--- config.mk ---
export PLATFORM = sky130hd
export DESIGN_NAME = pdc_power_down_clock_select
export DESIGN_NICKNAME = d
export VERILOG_FILES = /design/src/hdl/pdc_pkg.sv /design/src/hdl/pdc_clk_div.sv /design/src/hdl/pdc_clk_gate.sv /design/src/hdl/pdc_power_down_clock_select.sv
export VERILOG_INCLUDE_DIRS = /design/src /design/src/hdl
export SDC_FILE = /design/constraint.sdc
export NUM_CORES = 1
export LEC_CHECK = 0
export BUFFER_PORTS_ARGS = -buffer_cell sky130_fd_sc_hd__buf_2
export CORE_UTILIZATION = 39
export DETAILED_ROUTE_END_ITERATION = 8
export MAX_ROUTING_LAYER = met4
export PLACE_DENSITY = 0.69
export SKIP_LAST_GASP = 1
export SLEW_MARGIN = 40
export SYNTH_ARGS = -nofsm -noshare
export SYNTH_HDL_FRONTEND = slang
export SYNTH_HIERARCHICAL = 1
export SYNTH_SLANG_ARGS = --single-unit
export TNS_END_PERCENT = 100
--- constraint.sdc ---
create_clock -name ref_clk -period 2.1 [get_ports ref_clk]
set_input_delay 0.105 -clock ref_clk [delete_from_list [all_inputs] [get_ports ref_clk]]
set_output_delay 0.105 -clock ref_clk [all_outputs]
set_load 0.05 [all_outputs]
--- src/hdl/pdc_map.svh ---
// register map, bit positions, reset values and divider counts
`ifndef PDC_MAP_SVH
`define PDC_MAP_SVH

// ----------------------------------------------------------------------
// bus geometry and register offsets
// ----------------------------------------------------------------------
`define PDC_ADDR_W 8
`define PDC_OFS_MODE_CLOCK 8'h00
`define PDC_OFS_STANDBY 8'h04
`define PDC_OFS_AUX 8'h08
`define PDC_RESP_OKAY 2'h0
`define PDC_RESP_SLVERR 2'h2

// ----------------------------------------------------------------------
// power_mode_clock_control fields
// ----------------------------------------------------------------------
`define PDC_BIT_SLEEP_SEL 7
`define PDC_BIT_DIRECT 5
`define PDC_DIV_HI 4
`define PDC_DIV_LO 2
`define PDC_MODE_CLOCK_MASK 8'hBC

// ----------------------------------------------------------------------
// peripheral_standby_control fields
// ----------------------------------------------------------------------
`define PDC_BIT_SERIAL 5
`define PDC_BIT_CONV 4
`define PDC_BIT_WDT 3
`define PDC_BIT_TW 2
`define PDC_BIT_TV 1
`define PDC_STANDBY_MASK 8'h3E

// ----------------------------------------------------------------------
// auxiliary control and status fields
// ----------------------------------------------------------------------
`define PDC_BIT_STBY_SEL 0
`define PDC_BIT_WDT_OSC 1
`define PDC_AUX_MASK 2'h3
`define PDC_AUX_MODE_LO 4
`define PDC_AUX_MODE_HI 5
`define PDC_AUX_DIV_LO 8
`define PDC_AUX_DIV_HI 10

// ----------------------------------------------------------------------
// reset values and divider terminal counts
// ----------------------------------------------------------------------
`define PDC_REG_RESET 8'h00
`define PDC_AUX_RESET 2'h0
`define PDC_DIV_CODE_RESET 3'h0
`define PDC_DIV_W 6
`define PDC_CODE_DIV8 3'h4
`define PDC_CODE_DIV16 3'h5
`define PDC_CODE_DIV32 3'h6
`define PDC_CODE_DIV64 3'h7
`define PDC_TC_DIV1 6'h00
`define PDC_TC_DIV8 6'h07
`define PDC_TC_DIV16 6'h0F
`define PDC_TC_DIV32 6'h1F
`define PDC_TC_DIV64 6'h3F

`endif

--- src/hdl/pdc_pkg.sv ---
// types shared by the power-down clock select block
package pdc_pkg;
  `include "pdc_map.svh"

  // --------------------------------------------------------------------
  // operating modes
  // --------------------------------------------------------------------
  typedef enum logic [1:0]
  {
    pdc_active = 2'b00,
    pdc_sleep = 2'b01,
    pdc_subsleep = 2'b10,
    pdc_standby = 2'b11
  } pdc_mode_type;

  // --------------------------------------------------------------------
  // register bus carriers
  // --------------------------------------------------------------------
  typedef struct packed {
    logic awvalid;
    logic [`PDC_ADDR_W-1:0] awaddr;
    logic wvalid;
    logic [31:0] wdata;
    logic [3:0] wstrb;
    logic bready;
    logic arvalid;
    logic [`PDC_ADDR_W-1:0] araddr;
    logic rready;
  } pdc_axi_req_type;

  typedef struct packed {
    logic awready;
    logic wready;
    logic bvalid;
    logic [1:0] bresp;
    logic arready;
    logic rvalid;
    logic [31:0] rdata;
    logic [1:0] rresp;
  } pdc_axi_rsp_type;

  // --------------------------------------------------------------------
  // module state records
  // --------------------------------------------------------------------
  typedef struct packed {
    logic [2:0] code;
    logic [2:0] pend_code;
    logic pend;
    logic [`PDC_DIV_W-1:0] cnt;
    logic tick;
  } pdc_div_state_type;

  typedef struct packed {
    logic en;
  } pdc_gate_state_type;

  typedef struct packed {
    logic [7:0] mode_clock;
    logic [7:0] standby;
    logic [1:0] aux;
    pdc_mode_type mode;
    logic div_apply;
    logic periph_reset;
    logic aw_held;
    logic [`PDC_ADDR_W-1:0] aw_addr;
    logic w_held;
    logic [7:0] w_data;
    logic w_strb0;
    pdc_axi_rsp_type rsp;
  } pdc_top_state_type;
endpackage

--- src/hdl/pdc_clk_div.sv ---
// oscillator divider producing the system clock enable pulse
`timescale 1ns/1ps
`include "pdc_map.svh"
module pdc_clk_div
  import pdc_pkg::*;
(
  input wire logic ref_clk,
  input wire logic rst_n,
  input wire logic [2:0] ratio_code,
  input wire logic apply,
  output logic tick,
  output logic [2:0] active_code
);
  pdc_div_state_type s;
  pdc_div_state_type next_s;

  function automatic logic [`PDC_DIV_W-1:0] term_count(input logic [2:0] c);
    logic [`PDC_DIV_W-1:0] t;
    t = `PDC_TC_DIV1;
    case (c)
      `PDC_CODE_DIV8: t = `PDC_TC_DIV8;
      `PDC_CODE_DIV16: t = `PDC_TC_DIV16;
      `PDC_CODE_DIV32: t = `PDC_TC_DIV32;
      `PDC_CODE_DIV64: t = `PDC_TC_DIV64;
      default: t = `PDC_TC_DIV1;
    endcase
    return t;
  endfunction

  always_comb
  begin
    next_s = s;
    next_s.tick = (s.cnt == term_count(s.code));
    if (next_s.tick)
    begin
      next_s.cnt = '0;
      // ratio swaps only at a period boundary: no short pulse
      if (s.pend)
      begin
        next_s.code = s.pend_code;
        next_s.pend = 1'b0;
      end
    end
    else
    begin
      next_s.cnt = s.cnt + `PDC_DIV_W'(1);
    end
    if (apply)
    begin
      next_s.pend = 1'b1;
      next_s.pend_code = ratio_code;
    end
    if (!rst_n)
    begin
      next_s = '0;
      next_s.code = `PDC_DIV_CODE_RESET;
    end
  end

  always_ff @(posedge ref_clk)
  begin
    s <= next_s;
  end

  assign tick = s.tick;
  assign active_code = s.code;
endmodule

--- src/hdl/pdc_clk_gate.sv ---
// per-consumer clock enable gate with module standby
`timescale 1ns/1ps
module pdc_clk_gate
  import pdc_pkg::*;
(
  input wire logic ref_clk,
  input wire logic rst_n,
  input wire logic tick,
  input wire logic run,
  input wire logic standby,
  input wire logic keep,
  output logic en
);
  pdc_gate_state_type s;
  pdc_gate_state_type next_s;

  always_comb
  begin
    next_s.en = tick & run & (~standby | keep);
    if (!rst_n)
    begin
      next_s = '0;
    end
  end

  always_ff @(posedge ref_clk)
  begin
    s <= next_s;
  end

  assign en = s.en;
endmodule

--- src/hdl/pdc_power_down_clock_select.sv ---
// power-down mode select, clock divide and module standby control
// ----------------------------------------------------------------------
// ----------------------------------------------------------------------
`timescale 1ns/1ps
`include "pdc_map.svh"
module pdc_power_down_clock_select
  import pdc_pkg::*;
(
  input wire logic ref_clk,
  input wire logic rst_n,
  input wire pdc_axi_req_type axi_req,
  output pdc_axi_rsp_type axi_rsp,
  input wire logic sleep_req,
  input wire logic wake_req,
  output pdc_mode_type power_mode,
  output logic periph_reset,
  output logic cpu_clk_en,
  output logic serial_clk_en,
  output logic conv_clk_en,
  output logic wdt_clk_en,
  output logic tw_clk_en,
  output logic tv_clk_en
);
  pdc_top_state_type s;
  pdc_top_state_type next_s;
  logic sys_tick;
  logic [2:0] applied_code;
  logic cpu_run;
  logic periph_run;
  logic wdt_run;

  // ----------------------------------------------------------------------
  // register read mux
  // ----------------------------------------------------------------------
  function automatic logic [31:0] read_word(input logic [`PDC_ADDR_W-1:0] a,
                                            input pdc_top_state_type st,
                                            input logic [2:0] code);
    logic [31:0] d;
    d = '0;
    case (a)
      `PDC_OFS_MODE_CLOCK: d[7:0] = st.mode_clock & `PDC_MODE_CLOCK_MASK;
      `PDC_OFS_STANDBY: d[7:0] = st.standby & `PDC_STANDBY_MASK;
      `PDC_OFS_AUX:
      begin
        d[1:0] = st.aux;
        d[`PDC_AUX_MODE_HI:`PDC_AUX_MODE_LO] = st.mode;
        d[`PDC_AUX_DIV_HI:`PDC_AUX_DIV_LO] = code;
      end
      default: d = '0;
    endcase
    return d;
  endfunction

  function automatic logic addr_mapped(input logic [`PDC_ADDR_W-1:0] a);
    return (a == `PDC_OFS_MODE_CLOCK) || (a == `PDC_OFS_STANDBY) ||
           (a == `PDC_OFS_AUX);
  endfunction

  // ----------------------------------------------------------------------
  // next state
  // ----------------------------------------------------------------------
  always_comb
  begin
    next_s = s;
    next_s.div_apply = 1'b0;

    // write address and data are taken independently
    if (axi_req.awvalid && s.rsp.awready)
    begin
      next_s.aw_held = 1'b1;
      next_s.aw_addr = axi_req.awaddr;
    end
    if (axi_req.wvalid && s.rsp.wready)
    begin
      next_s.w_held = 1'b1;
      next_s.w_data = axi_req.wdata[7:0];
      next_s.w_strb0 = axi_req.wstrb[0];
    end
    if (s.rsp.bvalid && axi_req.bready)
    begin
      next_s.rsp.bvalid = 1'b0;
    end

    // commit once both halves are in; response the cycle after
    if (s.aw_held && s.w_held && !s.rsp.bvalid)
    begin
      next_s.aw_held = 1'b0;
      next_s.w_held = 1'b0;
      next_s.rsp.bvalid = 1'b1;
      next_s.rsp.bresp = addr_mapped(s.aw_addr) ? `PDC_RESP_OKAY :
                         `PDC_RESP_SLVERR;
      if (s.w_strb0)
      begin
        // divider field only stored here; the divider sees it on sleep
        case (s.aw_addr)
          `PDC_OFS_MODE_CLOCK:
            next_s.mode_clock = s.w_data & `PDC_MODE_CLOCK_MASK;
          `PDC_OFS_STANDBY:
            next_s.standby = s.w_data & `PDC_STANDBY_MASK;
          `PDC_OFS_AUX:
            next_s.aux = s.w_data[1:0] & `PDC_AUX_MASK;
          default:
            next_s.aux = s.aux;
        endcase
      end
    end

    // read channel: one read in flight, answered the cycle after
    if (s.rsp.rvalid && axi_req.rready)
    begin
      next_s.rsp.rvalid = 1'b0;
    end
    if (axi_req.arvalid && s.rsp.arready)
    begin
      next_s.rsp.rvalid = 1'b1;
      next_s.rsp.rdata = read_word(axi_req.araddr, s, applied_code);
      next_s.rsp.rresp = addr_mapped(axi_req.araddr) ? `PDC_RESP_OKAY :
                         `PDC_RESP_SLVERR;
    end

    // ready flags are registered so the bus outputs come from flops
    next_s.rsp.awready = !next_s.aw_held && !next_s.rsp.bvalid;
    next_s.rsp.wready = !next_s.w_held && !next_s.rsp.bvalid;
    next_s.rsp.arready = !next_s.rsp.rvalid;

    // mode sequencing on the sleep instruction
    unique case (s.mode)
      pdc_active:
      begin
        if (sleep_req)
        begin
          // any sleep instruction loads the stored divide ratio
          next_s.div_apply = 1'b1;
          if (s.mode_clock[`PDC_BIT_DIRECT] &&
              !s.mode_clock[`PDC_BIT_SLEEP_SEL])
          begin
            next_s.mode = pdc_active;
          end
          else if (s.aux[`PDC_BIT_STBY_SEL])
          begin
            next_s.mode = pdc_standby;
          end
          else if (s.mode_clock[`PDC_BIT_SLEEP_SEL])
          begin
            next_s.mode = pdc_subsleep;
          end
          else
          begin
            next_s.mode = pdc_sleep;
          end
        end
      end
      pdc_sleep, pdc_subsleep, pdc_standby:
      begin
        if (wake_req)
        begin
          next_s.mode = pdc_active;
        end
      end
    endcase

    // timer V, serial and converter are held reset in subsleep and standby
    next_s.periph_reset = (next_s.mode == pdc_subsleep) ||
                          (next_s.mode == pdc_standby);

    if (!rst_n)
    begin
      next_s = '0;
      next_s.mode_clock = `PDC_REG_RESET;
      next_s.standby = `PDC_REG_RESET;
      next_s.aux = `PDC_AUX_RESET;
      next_s.mode = pdc_active;
    end
  end

  always_ff @(posedge ref_clk)
  begin
    s <= next_s;
  end

  // ----------------------------------------------------------------------
  // system clock divider
  // ----------------------------------------------------------------------
  pdc_clk_div u_div
  (
    .ref_clk(ref_clk),
    .rst_n(rst_n),
    .ratio_code(s.mode_clock[`PDC_DIV_HI:`PDC_DIV_LO]),
    .apply(s.div_apply),
    .tick(sys_tick),
    .active_code(applied_code)
  );

  // ----------------------------------------------------------------------
  // clock enables per consumer
  // ----------------------------------------------------------------------
  // oscillator halts in subsleep and standby, so peripherals stop there
  assign cpu_run = (s.mode == pdc_active);
  assign periph_run = (s.mode == pdc_active) || (s.mode == pdc_sleep);
  // watchdog on its own oscillator ignores both halt sources
  assign wdt_run = periph_run || s.aux[`PDC_BIT_WDT_OSC];

  pdc_clk_gate u_gate_cpu
  (
    .ref_clk(ref_clk),
    .rst_n(rst_n),
    .tick(sys_tick),
    .run(cpu_run),
    .standby(1'b0),
    .keep(1'b0),
    .en(cpu_clk_en)
  );

  pdc_clk_gate u_gate_serial
  (
    .ref_clk(ref_clk),
    .rst_n(rst_n),
    .tick(sys_tick),
    .run(periph_run),
    .standby(s.standby[`PDC_BIT_SERIAL]),
    .keep(1'b0),
    .en(serial_clk_en)
  );

  pdc_clk_gate u_gate_conv
  (
    .ref_clk(ref_clk),
    .rst_n(rst_n),
    .tick(sys_tick),
    .run(periph_run),
    .standby(s.standby[`PDC_BIT_CONV]),
    .keep(1'b0),
    .en(conv_clk_en)
  );

  pdc_clk_gate u_gate_wdt
  (
    .ref_clk(ref_clk),
    .rst_n(rst_n),
    .tick(sys_tick),
    .run(wdt_run),
    .standby(s.standby[`PDC_BIT_WDT]),
    .keep(s.aux[`PDC_BIT_WDT_OSC]),
    .en(wdt_clk_en)
  );

  pdc_clk_gate u_gate_tw
  (
    .ref_clk(ref_clk),
    .rst_n(rst_n),
    .tick(sys_tick),
    .run(periph_run),
    .standby(s.standby[`PDC_BIT_TW]),
    .keep(1'b0),
    .en(tw_clk_en)
  );

  pdc_clk_gate u_gate_tv
  (
    .ref_clk(ref_clk),
    .rst_n(rst_n),
    .tick(sys_tick),
    .run(periph_run),
    .standby(s.standby[`PDC_BIT_TV]),
    .keep(1'b0),
    .en(tv_clk_en)
  );

  // ----------------------------------------------------------------------
  // outputs
  // ----------------------------------------------------------------------
  assign axi_rsp = s.rsp;
  assign power_mode = s.mode;
  assign periph_reset = s.periph_reset;
endmodule

==> results of run 1 <==
-- cells in the mapped netlist (all sizes together) --
master and instances:
and3 2, o31a 1, a32oi 1, nor4b 1, xnor2 2, clkinv 1
and2 3, a21boi 1, a2bb2oi 2, o21a 1, or4 2, nor2b 5
nand4 4, a22o 3, ha 1, nor3 4, nand2b 5, inv 10
clkbuf 9, o211ai 1, nor4 4, a21oi 33, or3b 1, nor3b 1
nand3 13, a2111oi 1, dfxtp 71, and3b 2, a311oi 1, nor2 16
conb 1, nand2 73, o21ai 4, nand3b 3, a21o 1, buf 50
o31ai 3, xor2 2, mux2i 22, or2 1, nor4bb 1
-- stage by stage --
step / total power [W] / setup slack, ps
after global routing: 0.00284 / 216
final: 0.00271 / 274
after CTS: 0.00275 / 255
after global placement: 0.00176 / 305
after detailed placement: 0.00177 / 278
after floorplan: 0.00174 / 416
-- how the worst max path moves through the flow --
stage	start	to	cells after the start
after global routing	s[51]$_SDFFE_PN0P_	s[78]$_SDFFE_PN0P_	3
after floorplan	s[51]$_SDFFE_PN0P_	s[76]$_SDFFE_PN0P_	4
after CTS	s[51]$_SDFFE_PN0P_	s[78]$_SDFFE_PN0P_	3
after detailed placement	s[51]$_SDFFE_PN0P_	s[78]$_SDFFE_PN0P_	3
after global placement	s[51]$_SDFFE_PN0P_	s[81]$_SDFFE_PN0P_	3
final	s[51]$_SDFFE_PN0P_	s[78]$_SDFFE_PN0P_	3
-- cell type report --
class | instances | share of cell area
Clock buffer | 10 | 0.0349
Sequential cell | 71 | 0.389
Inverter | 11 | 0.0113
Clock inverter | 6 | 0.0123
Timing Repair Buffer | 78 | 0.131
Tap cell | 102 | 0.0349
Multi-Input combinational cell | 251 | 0.387
-- timing repair --
item	CTS	global route
resized for setup	0	0
setup endpoints to repair	0	0
hold buffers	15	0
endpoints found under the hold margin	15	0
-- worst max-delay path, cell delays in order, from the launching register on --
cell	delay (ps)
dfxtp_1	320
or4_4	560
or4_1	650
mux2i_1	170
-- routing by layer --
metal	up-vias	global-route usage	wire length [um]
met5	-	-	0
met4	0	0.0352	34
met3	3	0.0464	200
met2	49	0.256	3000
met1	1104	0.185	2820
li1	1267	-	-
-- cells by family after synthesis --
kind of cell | after synthesis
AND/OR/NAND/NOR | 141
other | 1
multiplexers | 22
flip-flops | 71
XOR/XNOR | 4
AO/OA/AOI/OAI | 53
buffers and inverters | 70
adder cells (fa/ha/maj) | 1
-- power by group through the flow --
stage	combinational, W	sequential [W]	clock [W]
after detailed placement	0.000330	0.00144	0
final	0.000352	0.00141	0.000950
after global placement	0.000326	0.00144	0
after CTS	0.000352	0.00141	0.000994
after floorplan	0.000285	0.00145	0
after global routing	0.000379	0.00141	0.00105
-- state kept, by name, indices dropped and copies added (netlist names), 2 cells and up --
| signal | count |
|---|---|
| u_div/active_code | 3 |
| axi_rsp | 17 |
| s | 31 |
| u_div/s | 10 |
| power_mode | 2 |
==> results.sh, run 1 <==
export IMPL_grt_max_degree=29
export IMPL_netSwitchingFraction=0.293
export IMPL_synth_top_family_by_area="simple AND/OR/NAND/NOR gates"
export IMPL_syn_area_um2=3170
export IMPL_n_antenna_cell=0
export IMPL_netlist_instances=363
export IMPL_period_share=0.870
export IMPL_hp_class="input port to register"
export IMPL_cts_tree="yes"
export IMPL_root_buffer="clkbuf_8"
export IMPL_critPathMaxFanout=5
export IMPL_max_freq_ghz=0.548
export IMPL_wire_per_inst_um=11.4
export IMPL_period_needed_ps=1830
export IMPL_synth_yosys_seq_area_share=0.448
export IMPL_track_usage=0.155
export IMPL_final_setup_viol_count=0
export IMPL_min_from="axi_req[17]"
export IMPL_synthTopCellsByArea="dfxtp_1 (45%), buf_4 (11%), nand2_1 (8.6%)"
export IMPL_drive_gt1_frac=0.213
export IMPL_cts_sinks=71
export IMPL_seq_area_um2=1420
export IMPL_synth_top_area_share=0.448
export IMPL_grt_pass1_vias=2266
export IMPL_post_cts_buffers=0
export IMPL_clk_pin_slew_ps=80
export IMPL_rsz0062_at_grt="no"
export IMPL_final_nets=484
export IMPL_clkPwrFrac=0.351
export IMPL_ant_nets=0
export IMPL_chipWidth_um=92.2
export IMPL_avgSynthCellArea_um2=8.74
export IMPL_cellLeakagePower_nw=1.49
export IMPL_io_buffers=58
export IMPL_final_cell_mix="nand2_1 (73), dfxtp_1 (71), buf_2 (58), conb_1 (30), a21oi_1 (27)"
export IMPL_drt_total_wl_um=6050
export IMPL_hold_ws_ps=26.0
export IMPL_drt_iter0_drc=79
export IMPL_syn2layout_area_growth_pct=15.3
export IMPL_post_dp_hpwl_um=4430
export IMPL_startpoint_type="register"
export IMPL_synthSimpleGateAreaFrac=0.218
export IMPL_holdPathEnd="s[44]$_SDFFE_PN0P_"
export IMPL_switching_power_w=0.000793
export IMPL_ios=111
export IMPL_synth_cell_types=48
export IMPL_powerDensity_nw_per_um2=741
export IMPL_drcViolationCount=0
export IMPL_rrSetupSlack_ps=270
export IMPL_dp_cells=498
export IMPL_maxCapViolations=0
export IMPL_antenna_found_initial=0
export IMPL_fillers=802
export IMPL_yosys_warnings=6
export IMPL_cts_max_level=3
export IMPL_finalHoldViolCount=0
export IMPL_drv_slew=0
export IMPL_dr_pass1_iters=4
export IMPL_required_ps=2310
export IMPL_cp_end_kind="register"
export IMPL_fp_dieArea_um2=8500
export IMPL_final_common_cell="nand2_1"
export IMPL_crit_type="register to register"
export IMPL_gp_congestion=0.802
export IMPL_r2r_start="s[51]$_SDFFE_PN0P_"
export IMPL_max_slew_margin=0.636
export IMPL_cts_buffers=9
export IMPL_status="complete, no violations"
export IMPL_row_count=32
export IMPL_p_int_w=0.00192
export IMPL_final_area_um2=3660
export IMPL_sequentialPowerShare=0.519
export IMPL_viasPerCell=4.58
export IMPL_vias=2423
export IMPL_finalSetupTns_ps=0
export IMPL_finClkSkew_ps=11.1
export IMPL_pwr_share_comb=0.130
export IMPL_ys_ff_latch=71
export IMPL_worstMarginPinSlew_ps=541
export IMPL_synth_xor_area_frac=0.0110
export IMPL_start_util=0.406
export IMPL_finalNonFillerCells=529
export IMPL_clock_latency_ps=340
export IMPL_yosys_area_top_type="dfxtp_1"
export IMPL_core_um2=7810
export IMPL_synthAdderAreaFrac=0.00394
export IMPL_ir_worst_vdd_mv=0.391
export IMPL_timing_rr_end="s[78]$_SDFFE_PN0P_"
export IMPL_worstPathArrival_ps=2040
export IMPL_muxShareOfSynthArea=0.0694
export IMPL_final_core_util=0.468
export IMPL_grt_overflow_total=0
export IMPL_multiInputGateArea_um2=1420
export IMPL_synth_compound_area_share=0.108
export IMPL_rr_worst_depth=3
export IMPL_clockBufferDepth=2
export IMPL_hold_depth=3
export IMPL_grt_pass1_wl_um=10200
export IMPL_die_y_um=92.2
export IMPL_dpl_cell_area_um2=3330
(Power assumes the default switching activity.)
==> run 2: changes to the inputs <==
--- a/config.mk
+++ b/config.mk
@@ -7,10 +7,10 @@
 export NUM_CORES = 1
 export LEC_CHECK = 0
 export BUFFER_PORTS_ARGS = -buffer_cell sky130_fd_sc_hd__buf_2
-export CORE_UTILIZATION = 39
+export CORE_UTILIZATION = 50
 export DETAILED_ROUTE_END_ITERATION = 8
 export MAX_ROUTING_LAYER = met4
-export PLACE_DENSITY = 0.69
+export PLACE_DENSITY = 0.84
 export SKIP_LAST_GASP = 1
 export SLEW_MARGIN = 40
 export SYNTH_ARGS = -nofsm -noshare
==> results.sh, run 2 (synthesis gave the netlist of run 1 again) <==
export IMPL_final_common_cell="nand2_1"
export IMPL_ios=111
export IMPL_viasPerCell=4.98
export IMPL_cp_end_kind="register"
export IMPL_dpl_cell_area_um2=3300
export IMPL_critPathMaxFanout=5
export IMPL_syn2layout_area_growth_pct=14.8
export IMPL_chipWidth_um=81.6
export IMPL_cts_max_level=3
export IMPL_startpoint_type="register"
export IMPL_finalNonFillerCells=498
export IMPL_cts_sinks=71
export IMPL_grtUsageMet3=0.0656
export IMPL_gp_congestion=0.766
export IMPL_powerDensity_nw_per_um2=821
export IMPL_drcViolationCount=0
export IMPL_period_share=0.870
export IMPL_ant_nets=0
export IMPL_max_freq_ghz=0.547
export IMPL_row_count=28
export IMPL_final_area_um2=3640
export IMPL_clk_pin_slew_ps=70
export IMPL_track_usage=0.213
export IMPL_cts_tree="yes"
export IMPL_top_register="s"
export IMPL_crit_type="register to register"
export IMPL_worst_slack_ps=273
export IMPL_drt_total_wl_um=6350
export IMPL_root_buffer="clkbuf_8"
export IMPL_clock_latency_ps=340
export IMPL_maxCapViolations=0
export IMPL_antenna_found_initial=0
export IMPL_final_nets=480
export IMPL_drv_slew=0
export IMPL_post_dp_hpwl_um=4450
export IMPL_finalHoldViolCount=0
export IMPL_grt_use_met2=0.358
export IMPL_final_setup_viol_count=0
export IMPL_finClkSkew_ps=7.33
export IMPL_largest_reg_flops=31
export IMPL_io_buffers=58
export IMPL_dr_pass1_iters=4
export IMPL_power_w=0.00299
export IMPL_n_antenna_cell=0
export IMPL_worstMarginPinSlew_ps=539
export IMPL_clockBufferDepth=2
export IMPL_worstPathArrival_ps=2040
export IMPL_start_util=0.526
export IMPL_required_ps=2320
export IMPL_dp_cells=471
export IMPL_cellLeakagePower_nw=1.51
export IMPL_die_y_um=81.6
export IMPL_cts_buffers=9
export IMPL_grt_overflow_total=0
export IMPL_period_needed_ps=1830
export IMPL_grt_max_degree=28
export IMPL_place_ws_ps=289
export IMPL_rsz0062_at_grt="no"
export IMPL_wire_per_inst_um=12.7
export IMPL_post_cts_buffers=0
export IMPL_status="complete, no violations"
export IMPL_ir_worst_vdd_mv=0.505
export IMPL_drt_iter0_drc=142
export IMPL_grt_pass1_wl_um=10300
export IMPL_fp_dieArea_um2=6670
export IMPL_grt_use_met1=0.232
export IMPL_core_um2=6030
export IMPL_vias=2481
export IMPL_max_slew_margin=0.637
export IMPL_final_cell_mix="nand2_1 (73), dfxtp_1 (71), buf_2 (58), conb_1 (30), a21oi_1 (27)"
export IMPL_top_usage_layer="met2"
export IMPL_grt_pass1_vias=2349
export IMPL_hp_class="input port to register"
export IMPL_finalSetupTns_ps=0
export IMPL_drive_gt1_frac=0.217
run 2: cell types whose count changed in the layout (fill, tap and decap cells not counted), sizes merged:
cell,delta
inv,-2
clkbuf,+1
clkinvlp,-1
bufinv,+2
dlygate4sd3,-4
run 2: routing by layer:
layer,vias up,wire (um)
met5,-,0
met4,0,112
met3,12,255
met2,58,3260
met1,1154,2720
li1,1257,-
run 2: timing repair:
item | 4_1_cts | 5_1_grt
hold buffers | 10 | 1
gates resized for setup | 0 | 0
setup endpoints to repair | 0 | 0
hold endpoints to repair | 10 | 1
run 2: cell type report:
cell class | count | area [um^2]
well taps | 75 | 93.8
clock inverters | 5 | 80.1
flip-flops and latches | 71 | 1420
inverters | 11 | 41.3
clock buffers | 11 | 151
repair buffers | 74 | 438
fillers | 553 | 2380
multi-input cells | 251 | 1420
run 2: worst paths after layout:
check                           start                        to  slack (ps)  depth (start not counted)
max reg2reg        s[51]$_SDFFE_PN0P_        s[78]$_SDFFE_PN0P_         270                          3
max                s[51]$_SDFFE_PN0P_        s[78]$_SDFFE_PN0P_         270                          3
min                       axi_req[11]        s[41]$_SDFFE_PN0P_          20                          3
min reg2reg  axi_rsp[10]$_SDFFE_PN0P_  axi_rsp[10]$_SDFFE_PN0P_         450                          2
run 2: critical path: stages, from the launching register on:
cell and delay [ps]:
dfxtp_1 320, or4_4 570, or4_1 650, mux2i_1 170
run 2: report_power, final:
group          leakage, nW  internal [W]  switching [W]
combinational        0.821     0.0000930       0.000257
clock                0.112      0.000731       0.000500
sequential           0.578       0.00138      0.0000254
run 2: stage by stage:
| stage | utilization | hold slack [ps] |
|---|---|---|
| floorplan | - | 241 |
| global placement | 0.548 | 347 |
| detailed placement | 0.548 | 354 |
| CTS | 0.603 | 0.599 |
| global route | 0.604 | 10.0 |
| finish | 0.604 | 20.1 |
==> run 3: changes to the inputs <==
--- a/config.mk
+++ b/config.mk
@@ -10,7 +10,7 @@
 export CORE_UTILIZATION = 50
 export DETAILED_ROUTE_END_ITERATION = 8
 export MAX_ROUTING_LAYER = met4
-export PLACE_DENSITY = 0.84
+export PLACE_DENSITY = 0.8
 export SKIP_LAST_GASP = 1
 export SLEW_MARGIN = 40
 export SYNTH_ARGS = -nofsm -noshare
==> results.sh, run 3 (synthesis gave the netlist of run 1 again) <==
export IMPL_worst_slack_ps=264
export IMPL_vias=2491
export IMPL_antenna_found_initial=0
export IMPL_cts_tree="yes"
export IMPL_drt_total_wl_um=6190
export IMPL_rsz0062_at_grt="no"
export IMPL_clock_latency_ps=340
export IMPL_syn2layout_area_growth_pct=14.8
export IMPL_final_nets=481
export IMPL_die_y_um=81.6
export IMPL_ant_nets=0
export IMPL_fp_dieArea_um2=6670
export IMPL_top_register="s"
export IMPL_n_antenna_cell=0
export IMPL_cts_sinks=71
export IMPL_hp_class="input port to register"
export IMPL_root_buffer="clkbuf_8"
export IMPL_finClkSkew_ps=11.5
export IMPL_max_stage_delay_ps=650
export IMPL_status="complete, no violations"
export IMPL_worstMarginPinSlew_ps=643
export IMPL_row_count=28
export IMPL_gp_congestion=0.767
export IMPL_period_needed_ps=1840
export IMPL_slowest_stage="or4_1"
export IMPL_finalNonFillerCells=499
export IMPL_finalHoldViolCount=0
export IMPL_largest_reg_flops=31
export IMPL_required_ps=2310
export IMPL_cts_buffers=9
export IMPL_worstPathArrival_ps=2050
export IMPL_ir_worst_vdd_mv=0.511
export IMPL_core_um2=6030
export IMPL_cp_end_kind="register"
export IMPL_finalSetupTns_ps=0
export IMPL_cellLeakagePower_nw=1.52
export IMPL_dr_pass1_iters=4
export IMPL_chipWidth_um=81.6
export IMPL_track_usage=0.197
export IMPL_final_setup_viol_count=0
export IMPL_start_util=0.526
export IMPL_fillers=528
export IMPL_ios=111
export IMPL_grt_pass1_vias=2204
export IMPL_io_buffers=58
export IMPL_place_ws_ps=287
export IMPL_hold_ws_ps=18.2
export IMPL_final_cell_mix="nand2_1 (73), dfxtp_1 (71), buf_2 (58), conb_1 (30), a21oi_1 (27)"
export IMPL_maxCapViolations=0
export IMPL_drt_iter0_drc=119
export IMPL_final_common_cell="nand2_1"
export IMPL_startpoint_type="register"
export IMPL_grt_max_degree=49
export IMPL_viasPerCell=4.99
export IMPL_rr_worst_depth=3
export IMPL_grt_overflow_total=0
export IMPL_critPathMaxFanout=5
export IMPL_clockBufferDepth=2
export IMPL_grt_pass1_wl_um=9500
export IMPL_crit_type="register to register"
export IMPL_post_dp_hpwl_um=4360
export IMPL_drive_gt1_frac=0.217
export IMPL_path_cells="or4_4 -> or4_1 -> mux2i_1"
export IMPL_drv_slew=0
export IMPL_dp_cells=471
export IMPL_hold_depth=3
export IMPL_drcViolationCount=0
export IMPL_powerDensity_nw_per_um2=810
export IMPL_max_slew_margin=0.567
export IMPL_cts_max_level=3
export IMPL_max_freq_ghz=0.545
export IMPL_rrSetupSlack_ps=260
export IMPL_period_share=0.874
export IMPL_final_core_util=0.604
export IMPL_wire_per_inst_um=12.4
export IMPL_clk_pin_slew_ps=70
[run 3: worst paths after layout]
path / end / startpoint
setup / recovery: s[77]$_SDFFE_PN0P_ / s[51]$_SDFFE_PN0P_
hold / removal: s[45]$_SDFFE_PN0P_ / axi_req[18]
hold reg to reg: s[57]$_SDFFE_PN0P_ / s[57]$_SDFFE_PN0P_
setup reg to reg: s[77]$_SDFFE_PN0P_ / s[51]$_SDFFE_PN0P_
[run 3: through the flow]
| stage | cell area [um^2] | total power (W) |
|---|---|---|
| floorplan | 3280 | 0.00174 |
| global placement | 3300 | 0.00176 |
| detailed placement | 3300 | 0.00177 |
| CTS | 3640 | 0.00296 |
| global route | 3640 | 0.00305 |
| finish | 3640 | 0.00295 |
[run 3: worst max-delay path: cells and delay by family (launching register included)]
kind / cells / cell delay [ps]
AND/OR/NAND/NOR: 2 / 1210
flip-flops: 1 / 320
multiplexers: 1 / 180
[run 3: final cells by class]
cell class / instances / area, um^2 / share of cell area
clock buffers: 10 / 138 / 0.0378
clock inverters: 6 / 83.8 / 0.0230
inverters: 11 / 41.3 / 0.0113
multi-input cells: 251 / 1420 / 0.389
flip-flops and latches: 71 / 1420 / 0.390
well taps: 75 / 93.8 / 0.0258
repair buffers: 75 / 448 / 0.123
[run 3: routing by layer]
| layer | wire (um) | track usage | share of wire |
|---|---|---|---|
| met5 | 0 | - | 0 |
| met1 | 2720 | 0.211 | 0.44 |
| met4 | 131 | 0.112 | 0.021 |
| met3 | 252 | 0.0444 | 0.041 |
| met2 | 3080 | 0.336 | 0.50 |
[run 3: power breakdown]
| part | leakage, nW | switching, W | internal (W) |
|---|---|---|---|
| Clock | 0.116 | 0.000497 | 0.000697 |
| Sequential | 0.578 | 0.0000246 | 0.00138 |
| Combinational | 0.825 | 0.000255 | 0.0000941 |
| Total | 1.52 | 0.000776 | 0.00217 |
[run 3: repair_timing]
item                                   CTS  global route
gates resized for setup                  0             0
hold buffers                            12             0
setup buffers                            0             0
endpoints found under the hold margin   12             0
setup endpoints to repair                0             0
